$ cat src/rtl/nco_pkg.sv
/*
 * Constants, register map and loader states of the phase-accumulator
 * oscillator, together with the list of its behaviours.
 * Assumes a single 10 MHz register clock and a byte-wide register port.
 */
// Function
// - 20-bit accumulator as three byte registers
// - Each selected-clock rising edge adds buffered increment
// - 20-bit increment in low, high, upper bytes
// - Low write loads buffer on second edge
// - Increment double-buffered, buffer hidden from software
// - Disabled: buffer loads right after the write
// - Fixed-duty mode toggles output on each overflow
// - Control bit 7 enable, bit 0 mode
// - Pulse mode: active from edge after overflow
// - Width field bits 7-5 gives two-power periods
// - Width field ignored in fixed-duty mode
// - Width beyond overflow period keeps output active
// - Polarity bit 4 inverts final output
// - Polarity change with interrupts on sets flag
// - Read-only bit 5 shows final output
// - Overflow sets flag; request needs four enables
// - Reset clears all; increment low bit0 one
// - Clock select bits 1-0 choose input clock
// - Keep fast oscillator alive when enabled, selected
// - Adder carry is the raw overflow event
package nco_pkg;

    // --------------------------------------------------------------
    // Widths
    // --------------------------------------------------------------
    localparam int ACC_W  = 20;             // Accumulator width
    localparam int ADDR_W = 4;              // Register address width
    localparam int DATA_W = 8;              // Register data width
    localparam int PWC_W  = 8;              // Pulse counter width

    // --------------------------------------------------------------
    // Register offsets
    // --------------------------------------------------------------
    localparam logic [3:0] OFS_CON  = 4'h0; // Oscillator control
    localparam logic [3:0] OFS_CLK  = 4'h1; // Input clock control
    localparam logic [3:0] OFS_ACCL = 4'h2; // Accumulator low byte
    localparam logic [3:0] OFS_ACCH = 4'h3; // Accumulator high byte
    localparam logic [3:0] OFS_ACCU = 4'h4; // Accumulator upper byte
    localparam logic [3:0] OFS_INCL = 4'h5; // Increment low byte
    localparam logic [3:0] OFS_INCH = 4'h6; // Increment high byte
    localparam logic [3:0] OFS_INCU = 4'h7; // Increment upper byte
    localparam logic [3:0] OFS_IRQ  = 4'h8; // Flag and enables

    // --------------------------------------------------------------
    // Field positions
    // --------------------------------------------------------------
    localparam int CON_EN   = 7;            // osc_enable
    localparam int CON_OUT  = 5;            // output_state_bit
    localparam int CON_POL  = 4;            // output_polarity
    localparam int CON_PFM  = 0;            // pulse_mode_select
    localparam int CLK_PWS  = 5;            // pulse_width_select lsb
    localparam int CLK_CKS  = 0;            // input_clock_select lsb
    localparam int IRQ_FLAG = 0;            // overflow_irq_flag
    localparam int IRQ_IE   = 1;            // overflow_irq_enable
    localparam int IRQ_PE   = 2;            // peripheral_irq_enable
    localparam int IRQ_GE   = 3;            // global_irq_enable

    // --------------------------------------------------------------
    // Clock source codes
    // --------------------------------------------------------------
    localparam logic [1:0] CKS_FAST  = 2'h0; // internal_fast_oscillator
    localparam logic [1:0] CKS_SYS   = 2'h1; // System clock input
    localparam logic [1:0] CKS_CELL  = 2'h2; // logic_cell_one_output
    localparam logic [1:0] CKS_RSVD  = 2'h3; // Reserved, no edges

    // --------------------------------------------------------------
    // Reset values
    // --------------------------------------------------------------
    localparam logic [19:0] INC_RST = 20'h00001; // Increment at reset
    localparam logic [19:0] ACC_RST = 20'h00000; // Accumulator at reset

    // --------------------------------------------------------------
    // Increment loader states
    // --------------------------------------------------------------
    typedef enum logic [1:0] {
        LD_IDLE  = 2'h0,                    // Nothing pending
        LD_ARMED = 2'h1,                    // Low byte written
        LD_SEEN1 = 2'h3                     // First edge seen
    } nco_load_e;

endpackage

$ cat src/rtl/nco_top.sv
/*
 * Phase-accumulator oscillator with byte register port, double-buffered
 * increment, fixed-duty and pulse output modes and overflow flag.
 * Assumes all inputs synchronous to REF_CLK; the selected source clock
 * is sampled and its rising edges become one-cycle enables.
 */
// The address-and-strobe port and the register addresses were left to the implementer.
`timescale 1ns/1ps

module nco_top
    import nco_pkg::*;
(
    input  wire logic              REF_CLK,     // 10 MHz register clock
    input  wire logic              RESETN,      // Async reset, active low
    input  wire logic [ADDR_W-1:0] ADDR,        // Register address
    input  wire logic [DATA_W-1:0] WDATA,       // Write data
    input  wire logic              WR,          // Write strobe
    input  wire logic              RD,          // Read strobe
    output logic      [DATA_W-1:0] RDATA,       // Read data, next cycle
    input  wire logic              FAST_OSC,    // Fast oscillator level
    input  wire logic              SYS_CLK_SRC, // System clock level
    input  wire logic              CELL_OUT,    // Logic cell one level
    output logic                   NCO_OUT,     // Final output
    output logic                   IRQ,         // Gated interrupt request
    output logic                   KEEP_FAST    // Fast osc keep-alive
);

    // --------------------------------------------------------------
    // State record
    // --------------------------------------------------------------
    typedef struct packed {
        logic              en;       // osc_enable
        logic              pol;      // output_polarity
        logic              pfm;      // pulse_mode_select
        logic [2:0]        pws;      // pulse_width_select
        logic [1:0]        cks;      // input_clock_select
        logic [ACC_W-1:0]  acc;      // phase_accumulator
        logic [ACC_W-1:0]  inc;      // phase_increment, visible
        logic [ACC_W-1:0]  shadow;   // increment_shadow, hidden
        nco_load_e         ld;       // Loader state
        logic              src_prev; // Previous source level
        logic              pf_pend;  // Overflow awaiting next edge
        logic              raw;      // Output before polarity
        logic [PWC_W-1:0]  pw_cnt;   // Remaining active periods
        logic              flag;     // overflow_irq_flag
        logic              ie;       // overflow_irq_enable
        logic              pe;       // peripheral_irq_enable
        logic              ge;       // global_irq_enable
        logic [DATA_W-1:0] rdata;    // Read data register
        logic              out;      // Final output register
        logic              irq;      // Interrupt request register
        logic              keep;     // Keep-alive register
    } nco_state_s;

    nco_state_s r_ff;                // Current state
    nco_state_s nxt_r_ff;            // Next state

    // --------------------------------------------------------------
    // Helper functions
    // --------------------------------------------------------------
    // Pulse length minus one for a width code
    function automatic logic [PWC_W-1:0] pw_last(input logic [2:0] code);
        logic [PWC_W-1:0] len;
        len = PWC_W'(1) << code;
        pw_last = len - PWC_W'(1);
    endfunction

    // Replace one byte of a 20-bit word
    function automatic logic [ACC_W-1:0] put_byte(
        input logic [ACC_W-1:0]  word,
        input logic [1:0]        idx,
        input logic [DATA_W-1:0] data);
        logic [ACC_W-1:0] res;
        res = word;
        unique case (idx)
            2'h0: res[7:0]   = data;
            2'h1: res[15:8]  = data;
            default: res[19:16] = data[3:0];
        endcase
        put_byte = res;
    endfunction

    // Read one byte of a 20-bit word, unused bits zero
    function automatic logic [DATA_W-1:0] get_byte(
        input logic [ACC_W-1:0] word,
        input logic [1:0]       idx);
        logic [DATA_W-1:0] res;
        res = 8'h00;
        unique case (idx)
            2'h0: res = word[7:0];
            2'h1: res = word[15:8];
            default: res = {4'h0, word[19:16]};
        endcase
        get_byte = res;
    endfunction

    // --------------------------------------------------------------
    // Next-state logic
    // --------------------------------------------------------------
    logic              src;          // Selected source level
    logic              tick;         // Rising edge of source, enabled
    logic [ACC_W:0]    sum;          // Accumulator plus carry bit
    logic              carry;        // Overflow on this tick
    logic              inc_wr;       // Write to any increment byte
    logic              ints_on;      // All enables except module

    always_comb begin
        nxt_r_ff = r_ff;
        inc_wr   = 1'b0;
        ints_on  = r_ff.ie && r_ff.pe && r_ff.ge;

        // Source select, reserved code yields a flat level
        unique case (r_ff.cks)
            CKS_FAST: src = FAST_OSC;
            CKS_SYS:  src = SYS_CLK_SRC;
            CKS_CELL: src = CELL_OUT;
            default:  src = 1'b0;
        endcase
        nxt_r_ff.src_prev = src;
        tick = r_ff.en && src && !r_ff.src_prev;

        // Adder; carry out is the overflow event
        sum   = {1'b0, r_ff.acc} + {1'b0, r_ff.shadow};
        carry = tick && sum[ACC_W];

        // Accumulate on each source edge, carry dropped
        if (tick) begin
            nxt_r_ff.acc     = sum[ACC_W-1:0];
            nxt_r_ff.pf_pend = sum[ACC_W];
            if (r_ff.pfm) begin
                // Pulse mode: restart on pending overflow
                if (r_ff.pf_pend) begin
                    nxt_r_ff.raw    = 1'b1;
                    nxt_r_ff.pw_cnt = pw_last(r_ff.pws);
                end else if (r_ff.raw && r_ff.pw_cnt != '0) begin
                    nxt_r_ff.pw_cnt = r_ff.pw_cnt - PWC_W'(1);
                end else begin
                    nxt_r_ff.raw = 1'b0;
                end
            end else begin
                // Fixed duty: toggle, width field unused
                nxt_r_ff.raw = r_ff.raw ^ sum[ACC_W];
            end
            // Shadow loads on second edge after low write
            unique case (r_ff.ld)
                LD_IDLE:  nxt_r_ff.ld = LD_IDLE;
                LD_ARMED: nxt_r_ff.ld = LD_SEEN1;
                LD_SEEN1: begin
                    nxt_r_ff.shadow = r_ff.inc;
                    nxt_r_ff.ld     = LD_IDLE;
                end
                default:  nxt_r_ff.ld = LD_IDLE;
            endcase
        end

        // Register writes
        if (WR) begin
            unique case (ADDR)
                OFS_CON: begin
                    nxt_r_ff.en  = WDATA[CON_EN];
                    nxt_r_ff.pol = WDATA[CON_POL];
                    nxt_r_ff.pfm = WDATA[CON_PFM];
                    // Polarity flip is an output edge
                    if (WDATA[CON_POL] != r_ff.pol && ints_on) begin
                        nxt_r_ff.flag = 1'b1;
                    end
                end
                OFS_CLK: begin
                    nxt_r_ff.pws = WDATA[CLK_PWS +: 3];
                    nxt_r_ff.cks = WDATA[CLK_CKS +: 2];
                end
                OFS_ACCL, OFS_ACCH, OFS_ACCU: begin
                    // Byte access to accumulator
                    nxt_r_ff.acc = put_byte(r_ff.acc,
                        2'(ADDR - OFS_ACCL), WDATA);
                end
                OFS_INCL, OFS_INCH, OFS_INCU: begin
                    // Byte access to increment
                    nxt_r_ff.inc = put_byte(r_ff.inc,
                        2'(ADDR - OFS_INCL), WDATA);
                    inc_wr = 1'b1;
                    if (ADDR == OFS_INCL && r_ff.en) begin
                        nxt_r_ff.ld = LD_ARMED;
                    end
                end
                OFS_IRQ: begin
                    // Flag is written; zero clears it
                    nxt_r_ff.flag = WDATA[IRQ_FLAG];
                    nxt_r_ff.ie   = WDATA[IRQ_IE];
                    nxt_r_ff.pe   = WDATA[IRQ_PE];
                    nxt_r_ff.ge   = WDATA[IRQ_GE];
                    if (WDATA[IRQ_PE] == 1'b0) begin
                        nxt_r_ff.pe = 1'b0;
                    end
                end
                default: ;                                  // Unmapped
            endcase
        end

        // Disabled module: shadow follows the write at once
        if (inc_wr && !r_ff.en) begin
            nxt_r_ff.shadow = nxt_r_ff.inc;
            nxt_r_ff.ld     = LD_IDLE;
        end

        // Overflow sets flag, winning over a clear
        if (carry) begin
            nxt_r_ff.flag = 1'b1;
        end

        // Read data, valid only in the cycle after the strobe
        nxt_r_ff.rdata = 8'h00;
        if (RD) begin
            unique case (ADDR)
                OFS_CON: begin
                    nxt_r_ff.rdata[CON_EN]  = r_ff.en;
                    nxt_r_ff.rdata[CON_OUT] = r_ff.out;
                    nxt_r_ff.rdata[CON_POL] = r_ff.pol;
                    nxt_r_ff.rdata[CON_PFM] = r_ff.pfm;
                end
                OFS_CLK: begin
                    nxt_r_ff.rdata[CLK_PWS +: 3] = r_ff.pws;
                    nxt_r_ff.rdata[CLK_CKS +: 2] = r_ff.cks;
                end
                OFS_ACCL, OFS_ACCH, OFS_ACCU: begin
                    nxt_r_ff.rdata = get_byte(r_ff.acc,
                        2'(ADDR - OFS_ACCL));
                end
                OFS_INCL, OFS_INCH, OFS_INCU: begin
                    nxt_r_ff.rdata = get_byte(r_ff.inc,
                        2'(ADDR - OFS_INCL));
                end
                OFS_IRQ: begin
                    nxt_r_ff.rdata[IRQ_FLAG] = r_ff.flag;
                    nxt_r_ff.rdata[IRQ_IE]   = r_ff.ie;
                    nxt_r_ff.rdata[IRQ_PE]   = r_ff.pe;
                    nxt_r_ff.rdata[IRQ_GE]   = r_ff.ge;
                end
                default: nxt_r_ff.rdata = 8'h00;           // Unmapped
            endcase
        end

        // Final stage: polarity applied last
        nxt_r_ff.out  = nxt_r_ff.raw ^ nxt_r_ff.pol;
        // Request needs module and all three enables
        nxt_r_ff.irq  = nxt_r_ff.flag && nxt_r_ff.en && nxt_r_ff.ie
                        && nxt_r_ff.pe && nxt_r_ff.ge;
        // Fast oscillator kept alive while selected and on
        nxt_r_ff.keep = nxt_r_ff.en && (nxt_r_ff.cks == CKS_FAST);
    end

    // --------------------------------------------------------------
    // State register
    // --------------------------------------------------------------
    // All fields cleared, increment low bit set
    always_ff @(posedge REF_CLK or negedge RESETN) begin
        if (!RESETN) begin
            r_ff        <= '0;
            r_ff.acc    <= ACC_RST;
            r_ff.inc    <= INC_RST;
            r_ff.shadow <= INC_RST;
            r_ff.ld     <= LD_IDLE;
        end else begin
            r_ff <= nxt_r_ff;
        end
    end

    // --------------------------------------------------------------
    // Outputs straight from the state register
    // --------------------------------------------------------------
    assign RDATA     = r_ff.rdata;
    assign NCO_OUT   = r_ff.out;
    assign IRQ       = r_ff.irq;
    assign KEEP_FAST = r_ff.keep;

endmodule

$ cat config.mk
export PLATFORM = sky130hd
export DESIGN_NAME = nco_top
export DESIGN_NICKNAME = d
export VERILOG_FILES = /design/src/rtl/nco_pkg.sv /design/src/rtl/nco_top.sv
export SDC_FILE = /design/constraint.sdc
export NUM_CORES = 1
export LEC_CHECK = 0
export BUFFER_PORTS_ARGS = -buffer_cell sky130_fd_sc_hd__buf_2
export CAP_MARGIN = 20
export CORE_ASPECT_RATIO = 1.1
export CORE_UTILIZATION = 50
export CTS_CLUSTER_DIAMETER = 150
export DETAILED_ROUTE_END_ITERATION = 8
export PLACE_DENSITY = 0.74
export RECOVER_POWER = 50
export SETUP_SLACK_MARGIN = 0.15
export SLEW_MARGIN = 20
export SYNTH_ARGS = -nofsm -noshare
export SYNTH_HDL_FRONTEND = slang
export SYNTH_SLANG_ARGS = --single-unit
$ cat constraint.sdc
create_clock -name REF_CLK -period 4.5 [get_ports REF_CLK]
set_input_delay 0.9 -clock REF_CLK [delete_from_list [all_inputs] [get_ports REF_CLK]]
set_output_delay 0.9 -clock REF_CLK [all_outputs]
set_load 0.005 [all_outputs]
==> summary.txt <==
Crit-path cells - buf_2 > inv_1 > ha_1 > nor3_1 > nor3b_2 > nand3_1 > a21o_1 > a222oi_1 > inv_1
Drt initial violations - 520
Unique masters post-synth - 66
Critical path required time - 4.74 ns
# resized after CTS - 0
Router iterations before antenna repair - 5
Initial antenna violation count - 0
Ys async rst share - 1.00
Final nets - 659
# fillers - 967
Largest net degree at the start of global routing - 65
Worst-Skew Late Latency - 0.36 ns
Ports - 30
First-pass GRT wire length - 24700 um
Tot GR Track Use - 0.284
CP Class - primary input to flip-flop
Worst min path class - flip-flop to flip-flop
Die footprint - 11700 um^2
Syn Inst Count - 603
Peak supply drop - 0.000253 V
DP Wirelength - 11300 um
Commonest non-fill, non-tap cell in the layout - nand2_1
Crit-path max cell delay - 0.50 ns
Crit-path leading delay family - simple AND/OR/NAND/NOR gates
CTS Root Cell - clkbuf_16
Layout area overhead - 8.01%
WL final - 15500 um
Vias in the first global route - 4592
Pleak - 0.00279 uW
H-tree depth - 3
Max-slew headroom - -0.210
Pwr/cell area - 614 nW/um^2
GR Util met3 - 0.0482
Congestion Overflow GR - 0
# diodes - 0
Met1 global-route usage - 0.374
Layout cells sized above 1 - 0.120
Max FO, Critical Path - 12
Peak Freq - 304 MHz
Postcts setup bufs - 0
Hold path startpoint - r_ff[48]
Unrepaired setup endpoints after global routing - false
Worst Skew - 0.00978 ns
CP bufs+invs - 3
Hold path depth - 2
Hold Vio Cnt, Final - 0
Core area - 10900 um^2
Ys flop type - dfrtp_1
Final setup margin - 1.21 ns
Max cap viols - 1
Die extent in y - 113 um
Clock slew at reported path FFs - 0.07 ns
R2R setup slack - 1.80 ns
# clock sinks - 96
Setup violators final - 0
Post-synth EDFFs - 0
Reg2Reg Depth - 7
CTS tree - done
CTS Hold Bufs - 0
Avg Cell Area, Syn - 9.32 um^2
Crit share post-route - 0.731
Seq/Total Area, Yosys - 0.428
Startpoint Class - primary input
Warnings from Yosys - 0
Element type at the critical path end - flip-flop
Worst R2R End - r_ff[86]
Syn_nets - 649
Seq cells post-synth - 96
CP max stage cell - nor3b_2
Violated checks - capacitance limit, slew limit
Place WS - 0.953 ns
GRT busiest layer - met2
Mapped cell area - 5620 um^2
Final hold slack - 0.501 ns
Antenna viol nets, final - 0
Most common cell on crit path - inv_1
Met2 GRT Util - 0.457
Pins over their slew limit - 34
Hold EP - r_ff[28]
RD Place Congestion - 0.961
Num CTS Buffers - 9
Overall die width - 103 um
Via-to-Cell Ratio - 6.32
Commonest non-fill, non-tap cells in the layout - 99 x nand2_1, 94 x dfrtp_1, 39 x a21oi_1
Wirelength per Cell - 20.2 um
CTS Buffer Depth - 2
Worst Tran Pin Value - 1.82 ns
# rows - 40
WP depth - 9
Setup TNS - 0 ns
Worst reg2reg startpoint - r_ff[89]
Via count - 4831
Drt drc - 0
I/O Buffers - 29
Minimum clock period - 3.29 ns
Initial core utilization - 0.515
Outcome - finished, violations left
Arr. time, crit path - 3.53 ns
==> per-stage QoR <==
| stage | total power [uW] | util | area [um^2] | instances |
|---|---|---|---|---|
| detailed placement | 2940 | 0.531 | 5800 | 749 |
| finish | 3730 | 0.557 | 6070 | 765 |
| floorplan | 2520 | - | 5620 | 603 |
| global route | 3980 | 0.557 | 6070 | 765 |
| CTS | 3710 | 0.558 | 6090 | 765 |
| global placement | 2880 | 0.531 | 5800 | 749 |
==> cell usage after synthesis (all sizes together) (3+ instances only) <==
cell,number,area [um^2]
nand2,99,372
dfrtp,94,2350
a21oi,39,195
nor2,33,126
o21ai,29,145
ha,26,325
inv,24,90.1
a22oi,22,165
nand3,22,110
mux2,20,225
clkbuf,18,77.6
buf,17,118
o22ai,16,100
a222oi,13,130
xor2,13,114
a21o,11,86.3
xnor2,11,96.3
nor3,9,45.0
and3,8,51.3
nor3b,7,62.6
a211oi,6,50.1
a221oi,5,43.8
a22o,5,43.8
and2,5,32.5
mux2i,4,40.0
o211ai,4,30.0
a31oi,3,18.8
nand2b,3,18.8
or4,3,22.5
==> state kept, by name, summed over array words and instances (netlist names) <==
| register | count |
|---|---|
| RDATA | 8 |
| r_ff | 85 |
| KEEP_FAST | 1 |
| NCO_OUT | 1 |
| IRQ | 1 |
==> cells by family after synthesis <==
family,share of synthesized area
adder cells (fa/ha/maj),0.0614
buffers and inverters,0.0514
flip-flops,0.428
AO/OA/AOI/OAI,0.207
multiplexers,0.0472
AND/OR/NAND/NOR,0.168
XOR/XNOR,0.0374
==> layer usage <==
| layer | up-vias | share of wire |
|---|---|---|
| li1 | 2229 | - |
| met1 | 2318 | 0.41 |
| met2 | 254 | 0.47 |
| met3 | 30 | 0.083 |
| met4 | 0 | 0.028 |
| met5 | - | 0 |
==> worst max-delay path by stage <==
stage             from         to  slack (ns)
2_1_floorplan  ADDR[1]  KEEP_FAST        1.82
3_3_place_gp   ADDR[0]   r_ff[43]        1.14
3_5_place_dp   ADDR[0]   r_ff[42]        0.95
4_1_cts        ADDR[0]   r_ff[42]        1.30
5_1_grt        ADDR[0]   r_ff[42]        1.05
6_report       ADDR[0]   r_ff[42]        1.21
==> where the power goes <==
group          switching (uW)  total (uW)  internal (uW)
clock                     369         761            393
combinational             890        1560            674
sequential                280        1400           1120
total                    1540        3730           2190
==> layout make-up <==
type                    count  area, um^2  area share
multi-input cells         447        2930       0.482
well taps                 147         184      0.0303
inverters                  25        93.8      0.0155
flip-flops and latches     96        2400       0.396
clock inverters             7        67.6      0.0111
clock buffers               9         225      0.0371
repair buffers             34         169      0.0278
==> tightest hold or removal path, cell delays in order (launching register included) <==
cell     delay, ns
dfstp_2       0.39
nand2_1       0.05
nand3_1       0.06
Note: power is estimated with default switching activity, not from simulation.
